<file path="src/logic/qpd_pkg.sv">
// shared constants and helpers for the quadrature position decoder
package qpd_pkg;

   // bus geometry
   localparam int unsigned DATA_W = 32;
   localparam int unsigned STRB_W = DATA_W / 8;
   localparam int unsigned ADDR_W = 8;
   localparam int unsigned WORD_LSB = 2;

   // register byte offsets
   localparam logic [ADDR_W-1:0] OFS_ENCODER_CONTROL = 8'h00;
   localparam logic [ADDR_W-1:0] OFS_MAXIMUM_POSITION = 8'h04;
   localparam logic [ADDR_W-1:0] OFS_POSITION_COUNT = 8'h08;
   localparam logic [ADDR_W-1:0] OFS_ENCODER_STATUS = 8'h0c;

   // encoder_control_register field positions
   localparam int unsigned CTRL_ENABLE_BIT = 0;
   localparam int unsigned CTRL_FORMAT_BIT = 1;
   localparam int unsigned CTRL_CAPTURE_BIT = 2;
   localparam int unsigned CTRL_INDEX_RESET_BIT = 3;

   // encoder_status_register field positions
   localparam int unsigned STAT_DIRECTION_BIT = 0;
   localparam int unsigned STAT_ERROR_BIT = 1;

   // signal_format_select encodings
   localparam logic FMT_QUADRATURE = 1'b0;
   localparam logic FMT_CLOCK_DIR = 1'b1;

   // edge_capture_select encodings
   localparam logic CAP_PHASE_A_ONLY = 1'b0;
   localparam logic CAP_BOTH_PHASES = 1'b1;

   // reset values and word constants
   localparam logic [DATA_W-1:0] CTRL_RST = 32'h00000000;
   localparam logic [DATA_W-1:0] MAXPOS_RST = 32'hffffffff;
   localparam logic [DATA_W-1:0] POS_RST = 32'h00000000;
   localparam logic [DATA_W-1:0] POS_ONE = 32'h00000001;
   localparam logic [DATA_W-1:0] WORD_ZERO = 32'h00000000;

   // axi responses
   localparam logic [1:0] RESP_OKAY = 2'h0;
   localparam logic [1:0] RESP_SLVERR = 2'h2;

   // byte-lane merge of a write into a stored word
   function automatic logic [DATA_W-1:0] qpd_merge(
      input logic [DATA_W-1:0] old_v,
      input logic [DATA_W-1:0] new_v,
      input logic [STRB_W-1:0] strb
   );
      logic [DATA_W-1:0] res;
      res = old_v;
      for (int i = 0; i < STRB_W; i++) begin
         if (strb[i]) begin
            res[i*8 +: 8] = new_v[i*8 +: 8];
         end
      end
      return res;
   endfunction : qpd_merge

endpackage : qpd_pkg

</file>
<file path="src/logic/qpd_step_decoder.sv">
// edge and direction decoder for the two encoder phases and the index
`timescale 1ns/1ps
module qpd_step_decoder (
   // clock and reset
   input wire logic sys_clk,
   input wire logic rst_b,
   // encoder pins, synchronous to sys_clk
   input wire logic phase_a_input,
   input wire logic phase_b_input,
   input wire logic index_input,
   // mode selection
   input wire logic signal_format_select,
   input wire logic edge_capture_select,
   // decoded events, one cycle each
   output logic step,
   output logic step_cw,
   output logic index_rise,
   output logic illegal
);
   import qpd_pkg::*;

   typedef struct packed {
      logic a;
      logic b;
      logic idx;
      logic primed;
   } qpd_dec_state_t;

   qpd_dec_state_t st_r;
   qpd_dec_state_t st_nxt;
   logic a_edge;
   logic b_edge;

   // decode by comparing the live pins with the last sample
   always_comb begin
      st_nxt = st_r;
      st_nxt.a = phase_a_input;
      st_nxt.b = phase_b_input;
      st_nxt.idx = index_input;
      // first sample after reset only primes, so pins high at release never count
      st_nxt.primed = 1'b1;
      a_edge = st_r.primed && (phase_a_input != st_r.a);
      b_edge = st_r.primed && (phase_b_input != st_r.b);
      index_rise = st_r.primed && index_input && !st_r.idx;
      step = 1'b0;
      step_cw = 1'b0;
      illegal = 1'b0;
      if (signal_format_select == FMT_QUADRATURE) begin
         // quadrature phase decode
         if (a_edge && b_edge) begin
            illegal = 1'b1; // both phases moved, direction unknowable
         end else if (a_edge) begin
            // direction from new state
            step = 1'b1;
            step_cw = (phase_a_input != phase_b_input);
         end else if (b_edge && (edge_capture_select == CAP_BOTH_PHASES)) begin
            // phase b edges counted
            // each edge tracked
            step = 1'b1;
            step_cw = (phase_b_input == phase_a_input);
         end
      end else begin
         // phase a is the count clock, phase b high means reverse
         if (a_edge && (phase_a_input || (edge_capture_select == CAP_BOTH_PHASES))) begin
            step = 1'b1;
            step_cw = !phase_b_input;
         end
      end
   end

   // sample register
   always_ff @(posedge sys_clk or negedge rst_b) begin
      if (!rst_b) begin
         st_r <= '{a: 1'b0, b: 1'b0, idx: 1'b0, primed: 1'b0};
      end else begin
         st_r <= st_nxt;
      end
   end

endmodule : qpd_step_decoder

</file>
<file path="src/logic/qpd_top.sv">
// quadrature position decoder with axi4-lite register access
//
// Operation
// index reset deselected: an index pulse never clears the position
// index reset deselected: position clears only on reaching the maximum position
// index reset selected: position clears when the index pulse is seen
// format select zero: phases decoded as quadrature signals
// capture select one counts both phase edges, zero counts phase a only
// from both phases low a counterclockwise move decodes as counterclockwise
// reverse, forward once, reverse again from zero tracks edge by edge to -3
// clockwise steps increment the signed position, counterclockwise steps decrement
//
// Local design decisions: the AXI4-Lite register port and the register addresses.
`timescale 1ns/1ps
module qpd_top (
   // clock and reset
   input wire logic SYS_CLK,
   input wire logic RST_B,
   // axi4-lite write address
   input wire logic S_AXI_AWVALID,
   output logic S_AXI_AWREADY,
   input wire logic [qpd_pkg::ADDR_W-1:0] S_AXI_AWADDR,
   input wire logic [2:0] S_AXI_AWPROT,
   // axi4-lite write data
   input wire logic S_AXI_WVALID,
   output logic S_AXI_WREADY,
   input wire logic [qpd_pkg::DATA_W-1:0] S_AXI_WDATA,
   input wire logic [qpd_pkg::STRB_W-1:0] S_AXI_WSTRB,
   // axi4-lite write response
   output logic S_AXI_BVALID,
   input wire logic S_AXI_BREADY,
   output logic [1:0] S_AXI_BRESP,
   // axi4-lite read address
   input wire logic S_AXI_ARVALID,
   output logic S_AXI_ARREADY,
   input wire logic [qpd_pkg::ADDR_W-1:0] S_AXI_ARADDR,
   input wire logic [2:0] S_AXI_ARPROT,
   // axi4-lite read data
   output logic S_AXI_RVALID,
   input wire logic S_AXI_RREADY,
   output logic [qpd_pkg::DATA_W-1:0] S_AXI_RDATA,
   output logic [1:0] S_AXI_RRESP,
   // encoder pins
   input wire logic PHASE_A_INPUT,
   input wire logic PHASE_B_INPUT,
   input wire logic INDEX_INPUT,
   // live position and direction
   output logic [qpd_pkg::DATA_W-1:0] POSITION_COUNT_VALUE,
   output logic DIRECTION
);
   import qpd_pkg::*;

   // whole module state in one record
   typedef struct packed {
      logic enable;
      logic signal_format_select;
      logic edge_capture_select;
      logic index_reset_select;
      logic [DATA_W-1:0] maximum_position_register;
      logic [DATA_W-1:0] position_count_register;
      logic direction;
      logic error;
      logic aw_held;
      logic [ADDR_W-1:0] awaddr;
      logic w_held;
      logic [DATA_W-1:0] wdata;
      logic [STRB_W-1:0] wstrb;
      logic bvalid;
      logic [1:0] bresp;
      logic rvalid;
      logic [DATA_W-1:0] rdata;
      logic [1:0] rresp;
   } qpd_state_t;

   localparam qpd_state_t ST_RST = '{
      enable: CTRL_RST[CTRL_ENABLE_BIT],
      signal_format_select: CTRL_RST[CTRL_FORMAT_BIT],
      edge_capture_select: CTRL_RST[CTRL_CAPTURE_BIT],
      index_reset_select: CTRL_RST[CTRL_INDEX_RESET_BIT],
      maximum_position_register: MAXPOS_RST,
      position_count_register: POS_RST,
      direction: 1'b0,
      error: 1'b0,
      aw_held: 1'b0,
      awaddr: '0,
      w_held: 1'b0,
      wdata: '0,
      wstrb: '0,
      bvalid: 1'b0,
      bresp: RESP_OKAY,
      rvalid: 1'b0,
      rdata: '0,
      rresp: RESP_OKAY
   };

   qpd_state_t st_r;
   qpd_state_t st_nxt;

   // decoder events
   logic step;
   logic step_cw;
   logic index_rise;
   logic illegal;

   // bus handshake terms
   logic aw_fire;
   logic w_fire;
   logic ar_fire;
   logic do_write;
   logic [ADDR_W-1:0] wr_addr;
   logic [DATA_W-1:0] wr_data;
   logic [STRB_W-1:0] wr_strb;

   // register write decode
   logic wr_ctrl;
   logic wr_maxpos;
   logic wr_pos;
   logic wr_stat;
   logic [DATA_W-1:0] ctrl_word;
   logic [DATA_W-1:0] ctrl_merged;
   logic [DATA_W-1:0] pos_merged;
   logic [DATA_W-1:0] stat_merged;
   logic err_clear;

   // word match ignoring the byte-in-word bits
   function automatic logic reg_hit(
      input logic [ADDR_W-1:0] addr,
      input logic [ADDR_W-1:0] ofs
   );
      return addr[ADDR_W-1:WORD_LSB] == ofs[ADDR_W-1:WORD_LSB];
   endfunction : reg_hit

   // any mapped register
   function automatic logic reg_mapped(input logic [ADDR_W-1:0] addr);
      return reg_hit(addr, OFS_ENCODER_CONTROL) || reg_hit(addr, OFS_MAXIMUM_POSITION) ||
         reg_hit(addr, OFS_POSITION_COUNT) || reg_hit(addr, OFS_ENCODER_STATUS);
   endfunction : reg_mapped

   // pack the control bits as software sees them
   function automatic logic [DATA_W-1:0] pack_ctrl(input qpd_state_t s);
      logic [DATA_W-1:0] w;
      w = WORD_ZERO;
      w[CTRL_ENABLE_BIT] = s.enable;
      w[CTRL_FORMAT_BIT] = s.signal_format_select;
      w[CTRL_CAPTURE_BIT] = s.edge_capture_select;
      w[CTRL_INDEX_RESET_BIT] = s.index_reset_select;
      return w;
   endfunction : pack_ctrl

   // pack the status bits
   function automatic logic [DATA_W-1:0] pack_stat(input qpd_state_t s);
      logic [DATA_W-1:0] w;
      w = WORD_ZERO;
      w[STAT_DIRECTION_BIT] = s.direction;
      w[STAT_ERROR_BIT] = s.error;
      return w;
   endfunction : pack_stat

   // phase and index decode uses the registered mode bits
   qpd_step_decoder u_decoder (
      .sys_clk(SYS_CLK),
      .rst_b(RST_B),
      .phase_a_input(PHASE_A_INPUT),
      .phase_b_input(PHASE_B_INPUT),
      .index_input(INDEX_INPUT),
      .signal_format_select(st_r.signal_format_select),
      .edge_capture_select(st_r.edge_capture_select),
      .step(step),
      .step_cw(step_cw),
      .index_rise(index_rise),
      .illegal(illegal)
   );

   // ready terms; no new write is taken while a response waits
   assign S_AXI_AWREADY = !st_r.aw_held && !st_r.bvalid;
   assign S_AXI_WREADY = !st_r.w_held && !st_r.bvalid;
   assign S_AXI_ARREADY = !st_r.rvalid;
   assign aw_fire = S_AXI_AWVALID && S_AXI_AWREADY;
   assign w_fire = S_AXI_WVALID && S_AXI_WREADY;
   assign ar_fire = S_AXI_ARVALID && S_AXI_ARREADY;

   // address and data may come together or in either order
   assign wr_addr = st_r.aw_held ? st_r.awaddr : S_AXI_AWADDR;
   assign wr_data = st_r.w_held ? st_r.wdata : S_AXI_WDATA;
   assign wr_strb = st_r.w_held ? st_r.wstrb : S_AXI_WSTRB;
   assign do_write = (st_r.aw_held || aw_fire) && (st_r.w_held || w_fire);

   // register selects for the write that completes this cycle
   assign wr_ctrl = do_write && reg_hit(wr_addr, OFS_ENCODER_CONTROL);
   assign wr_maxpos = do_write && reg_hit(wr_addr, OFS_MAXIMUM_POSITION);
   assign wr_pos = do_write && reg_hit(wr_addr, OFS_POSITION_COUNT);
   assign wr_stat = do_write && reg_hit(wr_addr, OFS_ENCODER_STATUS);
   assign ctrl_word = pack_ctrl(st_r);
   assign ctrl_merged = qpd_merge(ctrl_word, wr_data, wr_strb);
   assign pos_merged = qpd_merge(st_r.position_count_register, wr_data, wr_strb);
   // error bit is write-one-to-clear, lanes still honoured
   assign stat_merged = qpd_merge(WORD_ZERO, wr_data, wr_strb);
   assign err_clear = wr_stat && stat_merged[STAT_ERROR_BIT];

   // next state
   always_comb begin
      st_nxt = st_r;

      // write channel capture
      if (aw_fire) begin
         st_nxt.aw_held = 1'b1;
         st_nxt.awaddr = S_AXI_AWADDR;
      end
      if (w_fire) begin
         st_nxt.w_held = 1'b1;
         st_nxt.wdata = S_AXI_WDATA;
         st_nxt.wstrb = S_AXI_WSTRB;
      end
      if (do_write) begin
         st_nxt.aw_held = 1'b0;
         st_nxt.w_held = 1'b0;
         st_nxt.bvalid = 1'b1;
         st_nxt.bresp = reg_mapped(wr_addr) ? RESP_OKAY : RESP_SLVERR;
      end
      if (st_r.bvalid && S_AXI_BREADY) begin
         st_nxt.bvalid = 1'b0;
      end

      // control and limit writes
      if (wr_ctrl) begin
         st_nxt.enable = ctrl_merged[CTRL_ENABLE_BIT];
         st_nxt.signal_format_select = ctrl_merged[CTRL_FORMAT_BIT];
         st_nxt.edge_capture_select = ctrl_merged[CTRL_CAPTURE_BIT];
         st_nxt.index_reset_select = ctrl_merged[CTRL_INDEX_RESET_BIT];
      end
      if (wr_maxpos) begin
         st_nxt.maximum_position_register =
            qpd_merge(st_r.maximum_position_register, wr_data, wr_strb);
      end

      // position update: index clear, then software load, then steps
      // index clears only when selected
      if (st_r.enable && st_r.index_reset_select && index_rise) begin
         st_nxt.position_count_register = POS_RST;
      end else if (wr_pos) begin
         st_nxt.position_count_register = pos_merged;
      end else if (st_r.enable && step) begin
         // clear only at maximum
         // count up or down
         if (step_cw) begin
            if (st_r.position_count_register == st_r.maximum_position_register) begin
               st_nxt.position_count_register = POS_RST;
            end else begin
               st_nxt.position_count_register = st_r.position_count_register + POS_ONE;
            end
         end else begin
            // below zero wraps to the maximum, mirror of the upward wrap
            if (st_r.position_count_register == POS_RST) begin
               st_nxt.position_count_register = st_r.maximum_position_register;
            end else begin
               st_nxt.position_count_register = st_r.position_count_register - POS_ONE;
            end
         end
      end

      // direction follows every counted step
      if (st_r.enable && step) begin
         st_nxt.direction = step_cw;
      end

      // sticky error; a new event in the clearing cycle keeps it set
      if (err_clear) begin
         st_nxt.error = 1'b0;
      end
      if (st_r.enable && illegal) begin
         st_nxt.error = 1'b1;
      end

      // read channel, answered one cycle after the address is taken
      if (ar_fire) begin
         st_nxt.rvalid = 1'b1;
         st_nxt.rresp = RESP_OKAY;
         if (reg_hit(S_AXI_ARADDR, OFS_ENCODER_CONTROL)) begin
            st_nxt.rdata = ctrl_word;
         end else if (reg_hit(S_AXI_ARADDR, OFS_MAXIMUM_POSITION)) begin
            st_nxt.rdata = st_r.maximum_position_register;
         end else if (reg_hit(S_AXI_ARADDR, OFS_POSITION_COUNT)) begin
            st_nxt.rdata = st_r.position_count_register;
         end else if (reg_hit(S_AXI_ARADDR, OFS_ENCODER_STATUS)) begin
            st_nxt.rdata = pack_stat(st_r);
         end else begin
            st_nxt.rdata = WORD_ZERO;
            st_nxt.rresp = RESP_SLVERR;
         end
      end else if (st_r.rvalid && S_AXI_RREADY) begin
         st_nxt.rvalid = 1'b0;
      end
   end

   // single state register
   always_ff @(posedge SYS_CLK or negedge RST_B) begin
      if (!RST_B) begin
         st_r <= ST_RST;
      end else begin
         st_r <= st_nxt;
      end
   end

   // outputs straight from state
   assign S_AXI_BVALID = st_r.bvalid;
   assign S_AXI_BRESP = st_r.bresp;
   assign S_AXI_RVALID = st_r.rvalid;
   assign S_AXI_RDATA = st_r.rdata;
   assign S_AXI_RRESP = st_r.rresp;
   assign POSITION_COUNT_VALUE = st_r.position_count_register;
   assign DIRECTION = st_r.direction;

endmodule : qpd_top

</file>
<file path="config.mk">
export PLATFORM = sky130hd
export DESIGN_NAME = qpd_top
export DESIGN_NICKNAME = d
export VERILOG_FILES = /design/src/logic/qpd_pkg.sv /design/src/logic/qpd_step_decoder.sv /design/src/logic/qpd_top.sv
export SDC_FILE = /design/constraint.sdc
export NUM_CORES = 1
export LEC_CHECK = 0
export ABC_AREA = 1
export BUFFER_PORTS_ARGS = -buffer_cell sky130_fd_sc_hd__buf_2
export CORE_ASPECT_RATIO = 1.75
export CORE_MARGIN = 5
export CORE_UTILIZATION = 59
export DETAILED_ROUTE_END_ITERATION = 10
export GPL_TIMING_DRIVEN = 1
export PLACE_DENSITY_LB_ADDON = 0.15
export REMOVE_ABC_BUFFERS = 1
export SLEW_MARGIN = 20
export SYNTH_ARGS = -nofsm -noshare
export SYNTH_HDL_FRONTEND = slang
export SYNTH_HIERARCHICAL = 1
export SYNTH_SLANG_ARGS = --single-unit
</file>
<file path="constraint.sdc">
create_clock -name SYS_CLK -period 2.05 [get_ports SYS_CLK]
set_input_delay 0.41 -clock SYS_CLK [delete_from_list [all_inputs] [get_ports SYS_CLK]]
set_output_delay 0.41 -clock SYS_CLK [all_outputs]
set_load 0.01 [all_outputs]
</file>
==> impl_metrics.env <==
export IMPL_clk_pin_slew_worst_paths_ns=0.06
export IMPL_viasPerCell=5.52
export IMPL_grtUsageMet3_pct=5.51
export IMPL_path_class="register to register"
export IMPL_crit_chain="buf_4 -> xnor2_1 -> nand2_2 -> nor2_1 -> nand2_1 -> nor2_4 -> nand2_4 -> buf_12 -> nand2_2 -> nand2_1 -> nand2_1 -> nand2_1 -> nand2_1 -> nand2_1"
export IMPL_post_route_drc_count=0
export IMPL_synthTopCellsByArea="dfrtp_1 28%, nand2_1 20%, o21ai_0 8.1%"
export IMPL_die_w_um=113
export IMPL_clkSinkCount=154
export IMPL_synthFlopType="dfrtp_1"
export IMPL_async_flop_share_pct=100
export IMPL_slowest_stage="dfrtp_2"
export IMPL_top_usage_layer="met2"
export IMPL_grt_pass1_vias=11760
export IMPL_cp_max_fo=10
export IMPL_ys_seq_elements=154
export IMPL_synth_top_area_cell="dfrtp_1"
export IMPL_wl_mm=39.7
export IMPL_wl_per_cell_um=18.6
export IMPL_cts_made_buffers=17
export IMPL_ios=142
export IMPL_fin_crit_sh_pct=100
export IMPL_n_fill_cell=1519
export IMPL_groute_usage_overall_pct=36.6
export IMPL_place_inst=2093
export IMPL_netlist_area_mm2=0.0111
export IMPL_p_leak_nw=7.12
export IMPL_clk_latency_ns=0.44
export IMPL_synth_top_area_share_pct=27.6
export IMPL_use_met1_pct=38.5
export IMPL_grt_max_degree=69
export IMPL_fin_skew_ns=0.00851
export IMPL_p_total_mw=18.7
export IMPL_final_hold_viol_count=0
export IMPL_cp_num_buf_inv=2
export IMPL_diodes=0
export IMPL_path_common_cell="nand2_1"
export IMPL_dieHeight_um=191
export IMPL_cp_depth=14
export IMPL_seqCellArea_mm2=0.00392
export IMPL_antenna_left=0
export IMPL_hold_path_class="primary input to register"
export IMPL_cts_tree="done"
export IMPL_ir_drop_mv=1.14
export IMPL_worstPathArrival_ns=2.39
export IMPL_reg2regPathDepth=14
export IMPL_cts_htree_levels=4
export IMPL_firstDrtPassIters=6
export IMPL_rows=66
export IMPL_syn2layout_area_growth_pct=24.1
export IMPL_critPathTopFamily="simple AND/OR/NAND/NOR gates"
export IMPL_seq_area_frac_synth_pct=35.2
export IMPL_synth_area_per_cell_um2=6.53
export IMPL_drv_slew=0
export IMPL_initial_utilization_pct=59.8
export IMPL_status="complete, but fails checks"
export IMPL_cts_path_max_buffers=2
export IMPL_maxCapViolCount=0
export IMPL_setup_viol_count_final=1
export IMPL_drive_gt1_share_pct=28.2
export IMPL_coreArea_mm2=0.0185
export IMPL_holdPathStages=1
export IMPL_grt_util_met2_pct=64.7
export IMPL_ys_warn_count=6
export IMPL_final_area_mm2=0.0137
export IMPL_synth_edff_count=0
export IMPL_via_count=11815
export IMPL_clock_fmax_mhz=485
export IMPL_cts_root_buf="clkbuf_16"
export IMPL_cp_end_kind="register"
export IMPL_dieArea_mm2=0.0217
export IMPL_finalSetupTns_ns=-0.0100
export IMPL_violations="setup timing"
export IMPL_tightestPinTransition_ns=0.706
export IMPL_required_ns=2.38
export IMPL_place_congestion=1.06
export IMPL_crit_path_max_incr_delay_ns=0.47
export IMPL_instances_no_fill=2140
export IMPL_powerDensity_mw_per_mm2=1360
export IMPL_rsz0062_at_grt="true"
export IMPL_grt_pass1_wl_mm=61.1
export IMPL_multi_input_area_mm2=0.00610
export IMPL_slew_headroom_pct=52.4
export IMPL_synth_cell_types=45
export IMPL_dr_first_iter_drc_count=1038
export IMPL_layout_nets=1961
export IMPL_syn_inst=1692
export IMPL_dpl_cell_area_mm2=0.0125
export IMPL_grt_overflow=0
export IMPL_pre_cts_ws_ns=-0.115
export IMPL_cp_start_kind="register"
export IMPL_antenna_found_initial=0
export IMPL_hpwl_mm=29.9
export IMPL_finalWorstSetupSlack_ns=-0.0100
export IMPL_min_period_ns=2.06
export IMPL_port_buffers=129
-- layout by cell type, fill, tap and decap left out, types with 8 or more instances in the layout --
master / instances
nand2_1: 558
o21ai_0: 179
buf_4: 175
nor2_1: 152
inv_1: 134
buf_2: 129
dfrtp_1: 104
nand3_1: 99
nor2_2: 52
a21oi_1: 35
dfstp_2: 32
nand2_2: 28
xor2_1: 22
nor2_4: 19
dfrtp_2: 18
clkbuf_16: 18
xnor2_1: 13
nand4_1: 12
buf_6: 11
xnor2_2: 8
-- synth_stat cells (all sizes together) (4+ instances only) --
library cell / number
xnor2: 22
o31ai: 7
nand3: 104
nor3: 6
o211ai: 8
xor2: 22
nand2: 590
a21oi: 35
nand3b: 5
clkbuf: 37
o21ai: 186
nand4: 12
nor2: 224
inv: 143
dfstp: 32
dfrtp: 122
buf: 110
mux2i: 4
-- through the flow --
stage	hold slack (ns)	utilization (%)
CTS	0.0778	71.4
global route	0.0814	74.2
detailed placement	0.425	67.8
finish	0.0897	74.2
global placement	0.420	67.8
floorplan	0.114	-
-- area by class of cell --
type	count	share of cell area, %
sequential	154	28.5
inverter	145	4.02
tap	238	2.17
clock buffer	24	3.36
multi-input combinational	1247	44.5
timing repair buffer	325	16.6
clock inverter	7	0.866
-- final timing paths --
check | start | to | slack (ns)
setup / recovery | POSITION_COUNT_VALUE[4] | POSITION_COUNT_VALUE[21] | -0.01
hold / removal | INDEX_INPUT | u_decoder/st_r[1] | 0.09
setup reg to reg | POSITION_COUNT_VALUE[4] | POSITION_COUNT_VALUE[21] | -0.01
hold reg to reg | st_r[80] | st_r[80] | 0.47
max in group asynchronous | RST_B | st_r[128] | 0.81
min in group asynchronous | RST_B | st_r[70] | 0.53
-- logic make-up (layout without fill, tap and decap cells) --
logic type,after synthesis,count (layout),synth area share [%]
buf+inv,292,501,13.1
other cells,2,3,0.0679
mux,7,7,0.668
simple gates,947,947,35.5
compound gates,243,243,11.5
flops,154,154,35.2
fa+ha+maj,3,3,0.340
xor+xnor,44,44,3.49
-- registers in the layout, indices dropped and copies added, names as in the netlist --
name / count
S_AXI_RRESP: 1
S_AXI_BRESP: 1
S_AXI_RVALID: 1
ctrl_word: 4
u_decoder/st_r: 4
POSITION_COUNT_VALUE: 32
S_AXI_BVALID: 1
S_AXI_RDATA: 32
DIRECTION: 1
st_r: 77
-- repair_timing --
item                                   4_1_cts  5_1_grt
buffers inserted                             2       11
setup endpoints to repair                   20       51
gates resized for setup                     18      128
endpoints found under the hold margin       38        0
cloned                                       0        2
hold buffers                                 1        0
pin swaps                                    1       31
-- power breakdown --
part	internal (mW)	switching [mW]	total, mW
Combinational	4.22	6.17	10.4
Clock	1.94	1.26	3.20
Sequential	4.10	1.01	5.11
Total	10.3	8.44	18.7
-- routing by layer --
metal / share of wire (%) / wire length (um)
met5: 0 / 0
met1: 34 / 13700
met2: 51 / 20400
met4: 8.6 / 3430
met3: 5.4 / 2160
-- worst reg2reg max path, stage by stage, from the launching register on --
cell     delay, ns
dfrtp_2       0.47
buf_4         0.18
xnor2_1       0.17
nand2_2       0.10
nor2_1        0.12
nand2_1       0.11
nor2_4        0.12
nand2_4       0.11
buf_12        0.17
nand2_2       0.06
nand2_1       0.05
nand2_1       0.08
nand2_1       0.08
nand2_1       0.09
nand2_1       0.05
No activity file was read; power rests on OpenSTA's default activity.
